--- config.mk ---
export PLATFORM = sky130hd
export DESIGN_NAME = qdm_modulator
export DESIGN_NICKNAME = d
export VERILOG_FILES = /design/src/design/qdm_pkg.sv /design/src/design/qdm_stream_if.sv /design/src/design/qdm_fifo.sv /design/src/design/qdm_modulator.sv
export SDC_FILE = /design/constraint.sdc
export NUM_CORES = 1
export LEC_CHECK = 0
export BUFFER_PORTS_ARGS = -buffer_cell sky130_fd_sc_hd__buf_2
export CORE_MARGIN = 3
export CORE_UTILIZATION = 55
export CTS_CLUSTER_DIAMETER = 30
export DETAILED_ROUTE_END_ITERATION = 16
export HOLD_SLACK_MARGIN = 0.12
export PLACE_DENSITY = 0.77
export SYNTH_ARGS = -nofsm -noshare
export SYNTH_HDL_FRONTEND = slang
export SYNTH_SLANG_ARGS = --single-unit
--- constraint.sdc ---
create_clock -name clk -period 7.5 [get_ports clk]
set_input_delay 1.5 -clock clk [delete_from_list [all_inputs] [get_ports clk]]
set_output_delay 1.5 -clock clk [all_outputs]
set_load 0.1 [all_outputs]
--- src/design/qdm_pkg.sv ---
// constants shared by the quadrature modulator back end
// assumes a single 200 MHz system clock and byte-wide control writes
`default_nettype none

package qdm_pkg;
    // ********************************
    // control register byte addresses
    // ********************************
    localparam logic [7:0] QDM_ADDR_TW0  = 8'h16;  // tuning word bits 7:0
    localparam logic [7:0] QDM_ADDR_TW1  = 8'h17;  // tuning word bits 15:8
    localparam logic [7:0] QDM_ADDR_TW2  = 8'h18;  // tuning word bits 23:16
    localparam logic [7:0] QDM_ADDR_TW3  = 8'h19;  // tuning word bits 31:24
    localparam logic [7:0] QDM_ADDR_CTRL = 8'h1A;  // control byte
    localparam int         QDM_CTRL_INV  = 0;      // spectral inversion bit
    localparam int         QDM_CTRL_PEND = 1;      // tuning bytes pending (read only)

    // ********************************
    // widths and reset values
    // ********************************
    localparam int          QDM_TW_W     = 32;
    localparam int          QDM_SMP_W    = 10;
    localparam int          QDM_PROD_W   = 20;
    localparam int          QDM_SUM_W    = 21;
    localparam int          QDM_ACC_W    = 26;
    localparam int          QDM_DAC_W    = 10;
    localparam int          QDM_FIFO_D   = 4;
    localparam logic [31:0] QDM_TW_RST   = 32'h0000_0000;
    localparam logic [3:0]  QDM_ALL_BYTES = 4'hF;

    // ********************************
    // inverse sinc taps, y = (C*x1 - S*x0 - S*x2) >> SHIFT
    // ********************************
    localparam logic signed [25:0] QDM_FIR_CENTER = 26'sh0000012;
    localparam logic signed [25:0] QDM_FIR_SIDE   = 26'sh0000001;
    localparam int                 QDM_FIR_SHIFT  = 15;

    // ********************************
    // quarter wave sine table, half-step offset, amplitude 511
    // ********************************
    localparam logic [8:0] QDM_SINE_TAB [16] = '{
        9'h019, 9'h04B, 9'h07C, 9'h0AC, 9'h0DA, 9'h107, 9'h130, 9'h157,
        9'h17B, 9'h19A, 9'h1B6, 9'h1CE, 9'h1E1, 9'h1F0, 9'h1F9, 9'h1FE
    };
    localparam logic [5:0] QDM_QUARTER = 6'h10;
endpackage : qdm_pkg

`default_nettype wire

--- src/design/qdm_stream_if.sv ---
// valid/ready word stream between the modulator's own modules
// assumes both ends on the same clock
`default_nettype none

interface qdm_stream_if #(parameter int WIDTH = 20);
    logic             valid;
    logic             ready;
    logic [WIDTH-1:0] data;
    modport src (output valid, output data, input ready);
    modport snk (input valid, input data, output ready);
endinterface : qdm_stream_if

`default_nettype wire

--- src/design/qdm_fifo.sv ---
// small flip-flop FIFO with valid/ready on both sides
// assumes one clock; storage indexed by read and write pointers
`default_nettype none

module qdm_fifo #(
    parameter int WIDTH = 20,
    parameter int DEPTH = 4
) (
    // clock and reset
    input  wire logic clk,
    input  wire logic rst_n,
    // stream sides
    qdm_stream_if.snk wr,
    qdm_stream_if.src rd
);
    localparam int PW = $clog2(DEPTH);
    localparam int CW = $clog2(DEPTH + 1);
    localparam logic [CW-1:0] FULL = CW'(DEPTH);
    localparam logic [PW-1:0] LAST = PW'(DEPTH - 1);

    logic [WIDTH-1:0] mem [DEPTH];
    logic [PW-1:0]    wrPtr_q;
    logic [PW-1:0]    rdPtr_q;
    logic [CW-1:0]    count_q;
    logic             push;
    logic             pop;

    // honest full and empty flags
    assign wr.ready = (count_q != FULL);
    assign rd.valid = (count_q != '0);
    assign rd.data  = mem[rdPtr_q];
    assign push     = wr.valid && wr.ready;
    assign pop      = rd.valid && rd.ready;

    // storage write
    always_ff @(posedge clk) begin
        if (push) begin
            mem[wrPtr_q] <= wr.data;
        end
    end

    // pointers and fill count
    always_ff @(posedge clk or negedge rst_n) begin
        if (!rst_n) begin
            wrPtr_q <= '0;
            rdPtr_q <= '0;
            count_q <= '0;
        end else begin
            if (push) begin
                wrPtr_q <= (wrPtr_q == LAST) ? '0 : wrPtr_q + 1'b1;
            end
            if (pop) begin
                rdPtr_q <= (rdPtr_q == LAST) ? '0 : rdPtr_q + 1'b1;
            end
            count_q <= count_q + CW'(push) - CW'(pop);
        end
    end
endmodule : qdm_fifo

`default_nettype wire

--- src/design/qdm_modulator.sv ---
// quadrature modulator back end: carrier synthesizer, mixers, adder,
// inverse sinc filter and 10-bit converter word
// assumes samples, register writes and converter ready all on clk
//
// Functional notes
// - carrier frequency set by 32-bit tuning word loaded through control writes
// - 32-bit phase accumulator advances by the tuning word every clock
// - tuning word bytes live at control addresses 16h to 19h
// - I multiplies cosine carrier, Q multiplies sine carrier
// - products summed; without inversion the sum is I cos plus Q sin
// - inversion bit negates the Q product at the adder input
// - inversion reverses the rotation direction of the constellation
// - sum passes an inverse sinc filter flattening the band gain
// - filter output drives a 10-bit converter word each clock the converter is ready
// - I and Q multiplier inputs are 10 bits wide each
`default_nettype none

module qdm_modulator
    import qdm_pkg::*;
(
    // clock and reset
    input  wire logic                 clk,
    input  wire logic                 rst_n,
    // control register port
    input  wire logic                 regWrite,
    input  wire logic [7:0]           regAddr,
    input  wire logic [7:0]           regWrData,
    output logic      [7:0]           regRdData,
    // baseband sample input
    input  wire logic                 sampleValid,
    input  wire logic [QDM_SMP_W-1:0] sampleI,
    input  wire logic [QDM_SMP_W-1:0] sampleQ,
    output logic                      sampleReady,
    // converter side
    input  wire logic                 dacReady,
    output logic      [QDM_DAC_W-1:0] dacWord,
    output logic                      dacValid
);
    // ****************************************
    // declarations
    // ****************************************
    qdm_stream_if #(.WIDTH(2 * QDM_SMP_W)) inStream ();
    qdm_stream_if #(.WIDTH(2 * QDM_SMP_W)) outStream ();

    logic [7:0]                twByte_q [4];
    logic [3:0]                twMask_q;
    logic [3:0]                twMask_d;
    logic [QDM_TW_W-1:0]       twActive_q;
    logic [QDM_TW_W-1:0]       twShadow;
    logic                      invert_q;
    logic [QDM_TW_W-1:0]       phase_q;
    logic                      adv;
    logic                      twComplete;
    logic [3:0]                byteHit;

    logic                      vA_q, vB_q, vC_q, vD_q;
    logic signed [QDM_SMP_W-1:0]  iA_q, qA_q, cosA_q, sinA_q;
    logic signed [QDM_PROD_W-1:0] prodI_q, prodQ_q;
    logic signed [QDM_SUM_W-1:0]  sum_q, tap1_q, tap2_q;
    logic signed [QDM_ACC_W-1:0]  acc_q;
    logic signed [QDM_ACC_W-1:0]  accNext;

    // ****************************************
    // functions
    // ****************************************
    // quarter wave lookup with mirror and sign by quadrant
    function automatic logic signed [QDM_SMP_W-1:0] sineOf(input logic [5:0] ph);
        logic [3:0] idx;
        logic [9:0] mag;
        idx = ph[4] ? ~ph[3:0] : ph[3:0];
        mag = {1'b0, QDM_SINE_TAB[idx]};
        return ph[5] ? -signed'(mag) : signed'(mag);
    endfunction : sineOf

    // clip the scaled filter output into the converter range
    function automatic logic [QDM_DAC_W-1:0] clip(input logic signed [QDM_ACC_W-1:0] v);
        logic signed [QDM_ACC_W-1:0] s;
        s = v >>> QDM_FIR_SHIFT;
        if (s > QDM_ACC_W'(signed'(10'sh1FF))) begin
            return 10'h1FF;
        end else if (s < QDM_ACC_W'(signed'(10'sh200))) begin
            return 10'h200;
        end
        return s[QDM_DAC_W-1:0];
    endfunction : clip

    // ****************************************
    // control registers
    // ****************************************
    // tuning byte decode
    generate
        for (genvar b = 0; b < 4; b++) begin : g_twByte
            assign byteHit[b] = regWrite && (regAddr == QDM_ADDR_TW0 + 8'(b));
            always_ff @(posedge clk or negedge rst_n) begin
                if (!rst_n) begin
                    twByte_q[b] <= QDM_TW_RST[8*b +: 8];
                end else if (byteHit[b]) begin
                    twByte_q[b] <= regWrData;
                end
            end
            assign twShadow[8*b +: 8] = twByte_q[b];
        end
    endgenerate

    always_comb begin
        twMask_d   = twMask_q | byteHit;
        twComplete = (twMask_d == QDM_ALL_BYTES);
        if (twComplete) begin
            twMask_d = '0;
        end
    end

    always_ff @(posedge clk or negedge rst_n) begin
        if (!rst_n) begin
            twMask_q   <= '0;
            twActive_q <= QDM_TW_RST;
        end else begin
            twMask_q <= twMask_d;
            if (twComplete) begin
                twActive_q <= {byteHit[3] ? regWrData : twByte_q[3],
                               byteHit[2] ? regWrData : twByte_q[2],
                               byteHit[1] ? regWrData : twByte_q[1],
                               byteHit[0] ? regWrData : twByte_q[0]};
            end
        end
    end

    // control byte holding the inversion bit
    always_ff @(posedge clk or negedge rst_n) begin
        if (!rst_n) begin
            invert_q <= 1'b0;
        end else if (regWrite && regAddr == QDM_ADDR_CTRL) begin
            invert_q <= regWrData[QDM_CTRL_INV];
        end
    end

    // registered read back, unmapped addresses read zero
    always_ff @(posedge clk or negedge rst_n) begin
        if (!rst_n) begin
            regRdData <= '0;
        end else begin
            case (regAddr)
                QDM_ADDR_TW0:  regRdData <= twByte_q[0];
                QDM_ADDR_TW1:  regRdData <= twByte_q[1];
                QDM_ADDR_TW2:  regRdData <= twByte_q[2];
                QDM_ADDR_TW3:  regRdData <= twByte_q[3];
                QDM_ADDR_CTRL: regRdData <= 8'({(twMask_q != '0), invert_q});
                default:       regRdData <= '0;
            endcase
        end
    end

    // ****************************************
    // carrier synthesizer
    // ****************************************
    // phase advances every clock
    always_ff @(posedge clk or negedge rst_n) begin
        if (!rst_n) begin
            phase_q <= '0;
        end else begin
            phase_q <= phase_q + twActive_q;
        end
    end

    // ****************************************
    // input buffer
    // ****************************************
    assign inStream.valid = sampleValid;
    assign inStream.data  = {sampleI, sampleQ};
    assign sampleReady    = inStream.ready;
    assign adv            = dacReady;
    assign outStream.ready = adv;

    qdm_fifo #(
        .WIDTH (2 * QDM_SMP_W),
        .DEPTH (QDM_FIFO_D)
    ) u_fifo (
        .clk   (clk),
        .rst_n (rst_n),
        .wr    (inStream),
        .rd    (outStream)
    );

    // ****************************************
    // datapath pipeline, advances while converter ready
    // ****************************************
    // 10-bit samples with carrier pair
    always_ff @(posedge clk or negedge rst_n) begin
        if (!rst_n) begin
            vA_q   <= 1'b0;
            iA_q   <= '0;
            qA_q   <= '0;
            cosA_q <= '0;
            sinA_q <= '0;
        end else if (adv) begin
            vA_q   <= outStream.valid;
            iA_q   <= outStream.valid ? outStream.data[2*QDM_SMP_W-1 -: QDM_SMP_W] : '0;
            qA_q   <= outStream.valid ? outStream.data[QDM_SMP_W-1:0] : '0;
            cosA_q <= sineOf(phase_q[QDM_TW_W-1 -: 6] + QDM_QUARTER);
            sinA_q <= sineOf(phase_q[QDM_TW_W-1 -: 6]);
        end
    end

    always_ff @(posedge clk or negedge rst_n) begin
        if (!rst_n) begin
            vB_q    <= 1'b0;
            prodI_q <= '0;
            prodQ_q <= '0;
        end else if (adv) begin
            vB_q    <= vA_q;
            prodI_q <= iA_q * cosA_q;
            prodQ_q <= qA_q * sinA_q;
        end
    end

    always_ff @(posedge clk or negedge rst_n) begin
        if (!rst_n) begin
            vC_q  <= 1'b0;
            sum_q <= '0;
        end else if (adv) begin
            vC_q  <= vB_q;
            sum_q <= invert_q ? QDM_SUM_W'(prodI_q) - QDM_SUM_W'(prodQ_q)
                              : QDM_SUM_W'(prodI_q) + QDM_SUM_W'(prodQ_q);
        end
    end

    assign accNext = QDM_FIR_CENTER * QDM_ACC_W'(tap1_q)
                   - QDM_FIR_SIDE * QDM_ACC_W'(sum_q)
                   - QDM_FIR_SIDE * QDM_ACC_W'(tap2_q);

    always_ff @(posedge clk or negedge rst_n) begin
        if (!rst_n) begin
            vD_q   <= 1'b0;
            tap1_q <= '0;
            tap2_q <= '0;
            acc_q  <= '0;
        end else if (adv) begin
            vD_q   <= vC_q;
            tap1_q <= sum_q;
            tap2_q <= tap1_q;
            acc_q  <= accNext;
        end
    end

    always_ff @(posedge clk or negedge rst_n) begin
        if (!rst_n) begin
            dacWord  <= '0;
            dacValid <= 1'b0;
        end else if (adv) begin
            dacWord  <= clip(acc_q);
            dacValid <= vD_q;
        end
    end
endmodule : qdm_modulator

`default_nettype wire

Word-level counts from Yosys, hierarchy flattened:

Memories as Yosys holds them, arrays and structs flattened.
Index checks and enable logic that the tools add are counted.

* register bits after elaboration: 300
* bits in writable memories: 80
* ROM bits: 288
* memories kept: 3
* word-level logic and storage cells: 100
* input bits: 41
* output and inout bits: 20

* $add $sub $neg: 12
* equality and inequality tests: 9
* reduce and logical (&&, ||, !) cells: 9
* multiply operators: 3
* magnitude comparators: 4
* muxes and demuxes: 27
* bitwise gates (word level): 5

Memory list
* (no name shown): depth 16, bits a word 9, rd ports 1, clocked after Yosys merged registers in 0, wr ports 0, line qdm_modulator.sv:71 `mag = {1'b0, QDM_SINE_TAB[idx]};`
* (no name shown): depth 16, bits a word 9, rd ports 1, clocked after Yosys merged registers in 0, wr ports 0, line qdm_modulator.sv:71
* u_fifo.mem: depth 4, bits a word 20, rd ports 1, clocked after Yosys merged registers in 0, wr ports 1, line qdm_fifo.sv:21 `logic [WIDTH-1:0] mem [DEPTH];`

Operator list (count)
* 10-bit two-way mux: 7
* 26-bit by 21-bit subtractor with 26-bit output: 2
* 8-bit by 5-bit equality test with 1-bit output, second input constant: 5
* 10-bit by 10-bit multiplier with 20-bit output: 2
* 8-bit one-hot mux with 5 select lines: 1
* 9-bit two-way mux: 4
* 32-bit adder: 1
* 8-bit two-way mux: 4
* 5-bit by 21-bit multiplier with 25-bit output, first input constant: 1
* 20-bit by 20-bit adder with 21-bit output: 1
* 21-bit two-way mux: 1
* 20-bit by 20-bit subtractor with 21-bit output: 1
* 9-bit negation with 10-bit output: 2
* 4-bit two-way mux: 3
* 11-bit by 10-bit greater-than comparator with 1-bit output, second input constant: 1
* 11-bit by 10-bit < comparator with 1-bit output, second input constant: 1
* 5-bit greater-or-equal comparator, second input constant: 2
* 4-bit NOT with 5-bit output: 2
* 4-bit NOT: 2
* 1-bit logical AND: 7
* 6-bit by 5-bit adder with 6-bit output, second input constant: 1
* 1-bit two-way mux: 5
* 2-bit by 1-bit adder with 2-bit output, second input constant: 2
* 2-bit equality test, second input constant: 2
* other kinds (8): 9

Depth between registers and ports, before layout:

* word-level depth: 9
* gate-level depth with buffers: 21
* mapped depth without buffers: 21

Modules after synthesis:

From an unflattened synthesis, not the netlist that was laid out.

* cell total of the unflattened synthesis: 2635
* area total of the unflattened synthesis: 27799.2 um^2

Modules (own cells, without submodules)
* qdm_modulator: instances 1, area an instance 24474.7 um^2, sequential area each 6956.7 um^2, cells each 2493
* qdm_fifo: instances 1, area an instance 3324.4 um^2, sequential area each 2577.5 um^2, cells each 142

Worst setup path after synthesis:

No wires, ideal clock.

* path kind: flip-flop to flip-flop
* start: reg qA_q[9]
* end: reg prodQ_q[18]
* buffers on the path: 1
* setup slack: 2.255 ns
* data arrival time: 5.121 ns
* period minus slack after synthesis: 5.245 ns
* data required time: 7.375 ns
* setup time: 0.125 ns
* stages on the path, launching flop included: 19
* cell sequence: dfrtp_1 > clkbuf_1 > and2_1 > fa_1 > inv_1 > fa_1 > fa_1 > inv_1 > fa_1 > inv_1 > fa_1 > inv_1 > ha_1 > and2_1 > a31oi_1 > o211ai_2 > a21oi_2 > xnor2_1 > mux2_2

* cells in the longest elaborated chain, start to end: 1

Ends and longest elaborated chain
* start: declaration: line qdm_modulator.sv:57 `logic signed [QDM_SMP_W-1:0] iA_q, qA_q, cosA_q, sinA_q;`
* start signal: assignment: line qdm_modulator.sv:198 `qA_q <= outStream.valid ? outStream.data[QDM_SMP_W-1:0] : '0;`
* 10-bit by 10-bit multiplier with 20-bit output: line qdm_modulator.sv:212 `prodQ_q <= qA_q * sinA_q;`
* end signal: assignment: line qdm_modulator.sv:212
* end: declaration: line qdm_modulator.sv:58 `logic signed [QDM_PROD_W-1:0] prodI_q, prodQ_q;`

Every way passes these cells.
A chain may end at the register's enable or synchronous reset.

Worst setup path after layout:

* start: reg iA_q[3]
* end: reg prodI_q[18]

* cells in the longest elaborated chain, start to end: 1

Ends and longest elaborated chain
* start: declaration: line qdm_modulator.sv:57
* start signal: assignment: line qdm_modulator.sv:197 `iA_q <= outStream.valid ? outStream.data[2*QDM_SMP_W-1 -: QDM_SMP_W] : '0;`
* 10-bit by 10-bit multiplier with 20-bit output: line qdm_modulator.sv:211 `prodI_q <= iA_q * cosA_q;`
* end signal: assignment: line qdm_modulator.sv:211
* end: declaration: line qdm_modulator.sv:58

Every way passes these cells.

==> results by stage <==
Critical path:
- STA puts the critical path data arrival time at around 6.1 ns.
- The most numerous cell type found on the critical path is sky130_fd_sc_hd__fa_1.
- The startpoint type of the worst setup path is a flip-flop.
- The total buffers and inverters traversed by the critical path is 3.
- The kind of cell with the highest combined delay along the critical path is adder cells.
- The largest driver fanout on the critical path is 11.
- The largest single stage delay on the critical path is 0.64 ns.
- The data required time of the critical path is approximately 8 ns.
- STA classifies the critical path endpoint as a flip-flop.
- The critical path goes through nand2_1 -> fa_1 -> fa_1 -> inv_1 -> ha_1 -> fa_1 -> inv_1 -> fa_1 -> inv_1 -> ha_1 -> a2111oi_0 -> or3b_1 -> nand4_1 -> nand3_1 -> nand2_1 -> or4_1 -> nand3_1.
- The library cell contributing the largest single delay on the critical path is sky130_fd_sc_hd__dfrtp_1.
- The critical setup path kind is reg2reg.

Place:
- Routability-driven placement finished with a final weighted congestion of between 0.8 and 0.9.
- Once placement finished, the instance area stood at approximately 0.028 mm².
- The HPWL after detailed placement is roughly 43 mm.
- The number of input and output port buffers inserted is 60.
- The placement-stage worst setup slack is 1.98 ns.

Synth:
- The part of the Yosys area used for sequential elements is ~35%.
- The number of different library cells used by synthesis comes to between 80 and 90.
- The average cell area after synthesis is 10.6 µm².
- The number of enable flip-flop cells after synthesis is 80.
- The top flip-flop cell by instance count after synthesis is sky130_fd_sc_hd__dfrtp_1.
- The Yosys step of the flow raised 0 warnings.
- The mapped netlist covers 0.0275 mm².
- The flip-flop and latch count after synthesis is 365.
- The dominant cell type by area after synthesis is sky130_fd_sc_hd__dfrtp_1.
- The share of flip-flops with an asynchronous set or reset is between 70 and 80%.
- The fraction of synthesized cell area taken by the top area cell type is ~26%.
- The number of standard cells after synthesis is 2,584.
- When the netlist entered floorplanning its net count stood at 3,067.
- In the post-synthesis netlist, the biggest area contributors are sky130_fd_sc_hd__dfrtp_1 26%, sky130_fd_sc_hd__fa_1 15%, sky130_fd_sc_hd__ha_1 11%.

Floorplan:
- The die outline width is 230 µm.
- The initialized floorplan defines 81 standard-cell rows.
- The floorplan step set the die height to roughly 230 µm.
- The die covers 0.0528 mm².
- The starting density of the core is 56.0%.
- The core footprint is between 0.04 and 0.05 mm².
- The number of top-level pins is 61.

Cells and area:
- The proportion of layout cells with a drive suffix above 1 is 14.2%.
- Summing all non-filler instances in the final layout gives an area of 0.0312 mm².
- The total area of sequential cells is 0.00953 mm².
- The multi-input combinational cells in the finished layout cover a total of 0.0162 mm².
- The most common library cell in the layout ignoring fill and taps is sky130_fd_sc_hd__inv_1.
- After filler insertion, the fill cell instance count of the layout stands at 3,721.
- The library cells used most frequently in the layout, excluding fill and tap cells, are 366 x sky130_fd_sc_hd__inv_1, 285 x sky130_fd_sc_hd__dfrtp_1, 233 x sky130_fd_sc_hd__ha_1.
- The repair_antennas step left the layout with diodes totalling 0.
- The final net count is 3,126.
- Relative to the synthesized area, the layout overhead comes to 13.5%.

Detailed routing:
- The met3 wire length is between 2 and 3 mm.
- Dividing the detail-routed wire length by the instance count gives between 15 and 20 µm.
- The overall via count from detail_route is 18,800.
- The via density per instance is 5.56.
- The detail route stage leaves a number of antenna-violating nets equal to 0.
- The met2 routed wirelength is 29.4 mm.
- The remaining routing DRC violations is 0.
- The initial detailed-routing violation count is 1,219.
- The number of detailed-route iterations in the first pass is 7.
- The total wire length after detailed routing is between 50 and 60 mm.
- The met1 wire length is between 20 and 30 mm.
- The top routing layer in use is met4.

Timing:
- The maximum clock frequency is 181 MHz.
- The transition time at the pin with the least slew margin is 1.29 ns.
- Setup repair after global routing left no endpoint under its margin.
- The portion of the clock cycle consumed by the worst path in the final layout is 73.8%.
- The number of setup violations in the final report is 0.
- The final total negative setup slack is 0 ns.
- The time the final worst path needs with I/O delays and setup is 5.53 ns.
- The number of pins with negative max-slew slack in the final report is 0.
- Measured against its own limit, the worst slew margin works out to approximately 14%.
- The largest clock skew in the final design is roughly 0.047 ns.
- The final-report hold violation count is 0.
- Setup slack closes at 1.97 ns.

Outcome:
- The run finished with clean final reports.

CTS:
- The root buffer selected by CTS is sky130_fd_sc_hd__clkbuf_16.
- The number of clock buffers added by TritonCTS is between 80 and 90.
- The cts-stage hold buffer count is 0.
- CTS built an H-tree with a depth of 3.
- After clock tree synthesis, the clock-pin slew on the worst setup and hold paths is around 0.05 ns.
- Counting every sink on the clock net gives 365.
- The TritonCTS clock tree is built.
- The longest clock path from root to sink contains 3 buffers.
- After clock tree synthesis, the repair step resized 0 gates.
- The worst-skew pair later-pin latency is 0.62 ns.
- The number of setup buffers added after CTS is 0.

GRT:
- The wire length of the first global-routing pass is 101 mm.
- Global routing used a little under a quarter of the available tracks across all layers.
- The initial antenna violation count came to 0.
- The global-route congestion overflow total is 0.
- The via count of the first global-routing pass is 20,300.
- The pin count of the biggest net entering global routing is approximately 180.

Worst hold path:
- The worst min-delay path class is reg2reg.

Job:
- The tool flagged a number of max-cap violations equal to 0.
## through the flow
step / hold slack (ns) / util, % / instances
detailed placement: 0.460 / 57.7 / 3224
CTS: 0.467 / 63.5 / 3371
finish: 0.468 / 63.5 / 3371
global placement: 0.454 / 57.7 / 3224
global route: 0.484 / 63.5 / 3371
floorplan: 0.443 / - / 2584
## worst paths after layout
path	cells past startpoint	to	slack (ns)	start
setup / recovery	17	prodI_q[18]$_DFFE_PN0P_	1.97	iA_q[3]$_DFFE_PN0P_
hold / removal	1	phase_q[0]$_DFF_PN0_	0.47	phase_q[0]$_DFF_PN0_
setup reg to reg	17	prodI_q[18]$_DFFE_PN0P_	1.97	iA_q[3]$_DFFE_PN0P_
hold reg to reg	1	phase_q[0]$_DFF_PN0_	0.47	phase_q[0]$_DFF_PN0_
max in group asynchronous	2	cosA_q[3]$_DFFE_PN0P_	5.10	rst_n
min in group asynchronous	1	tap2_q[6]$_DFFE_PN0P_	0.94	rst_n
## state kept, by name, summed over array words and instances, names as in the netlist, 3 cells and up
register,count
sinA_q,10
tap2_q,21
acc_q,11
u_fifo.count_q,3
iA_q,10
u_fifo.mem,80
phase_q,32
twByte_q,32
tap1_q,21
qA_q,10
dacWord,10
cosA_q,10
regRdData,8
prodQ_q,20
twActive_q,32
prodI_q,20
twMask_q,4
sum_q,21
## final cells by class
class	instances	area share [%]
clock inverters	56	2.42
multi-input cells	1760	52.0
flip-flops and latches	365	30.5
inverters	370	4.45
repair buffers	65	1.17
well taps	664	2.66
clock buffers	91	6.80
## synth_stat cells, types with 16 or more instances
library cell,instances
sky130_fd_sc_hd__mux4_2,22
sky130_fd_sc_hd__a22oi_1,16
sky130_fd_sc_hd__nor2_1,123
sky130_fd_sc_hd__o211ai_1,17
sky130_fd_sc_hd__nand2b_1,22
sky130_fd_sc_hd__mux2_1,17
sky130_fd_sc_hd__a21o_1,39
sky130_fd_sc_hd__clkbuf_1,74
sky130_fd_sc_hd__a21oi_1,101
sky130_fd_sc_hd__dfrtp_1,285
sky130_fd_sc_hd__edfxtp_1,80
sky130_fd_sc_hd__mux2_2,128
sky130_fd_sc_hd__nor3_1,31
sky130_fd_sc_hd__o21ai_0,80
sky130_fd_sc_hd__nand3_1,33
sky130_fd_sc_hd__a22o_1,20
sky130_fd_sc_hd__a211oi_1,23
sky130_fd_sc_hd__fa_1,209
sky130_fd_sc_hd__o21a_1,18
sky130_fd_sc_hd__and2_1,85
sky130_fd_sc_hd__inv_1,366
sky130_fd_sc_hd__ha_1,233
sky130_fd_sc_hd__xnor2_1,118
sky130_fd_sc_hd__nand2_1,203
sky130_fd_sc_hd__xor2_1,35
## layer usage
layer	track usage (%)	vias to the layer above
met1	29.8	9328
li1	-	8854
met4	8.94	0
met5	0	-
met3	4.48	116
met2	40.1	461
## cells by family after synthesis
kind of cell	share of synthesized area [%]
buf+inv	6.40
flops	34.6
compound gates	10.0
mux	8.17
simple gates	9.94
xor+xnor	5.05
fa+ha+maj	25.8
Power is not shown: default switching activity piles up to over one toggle a cycle in this logic, so the estimate is an artifact.
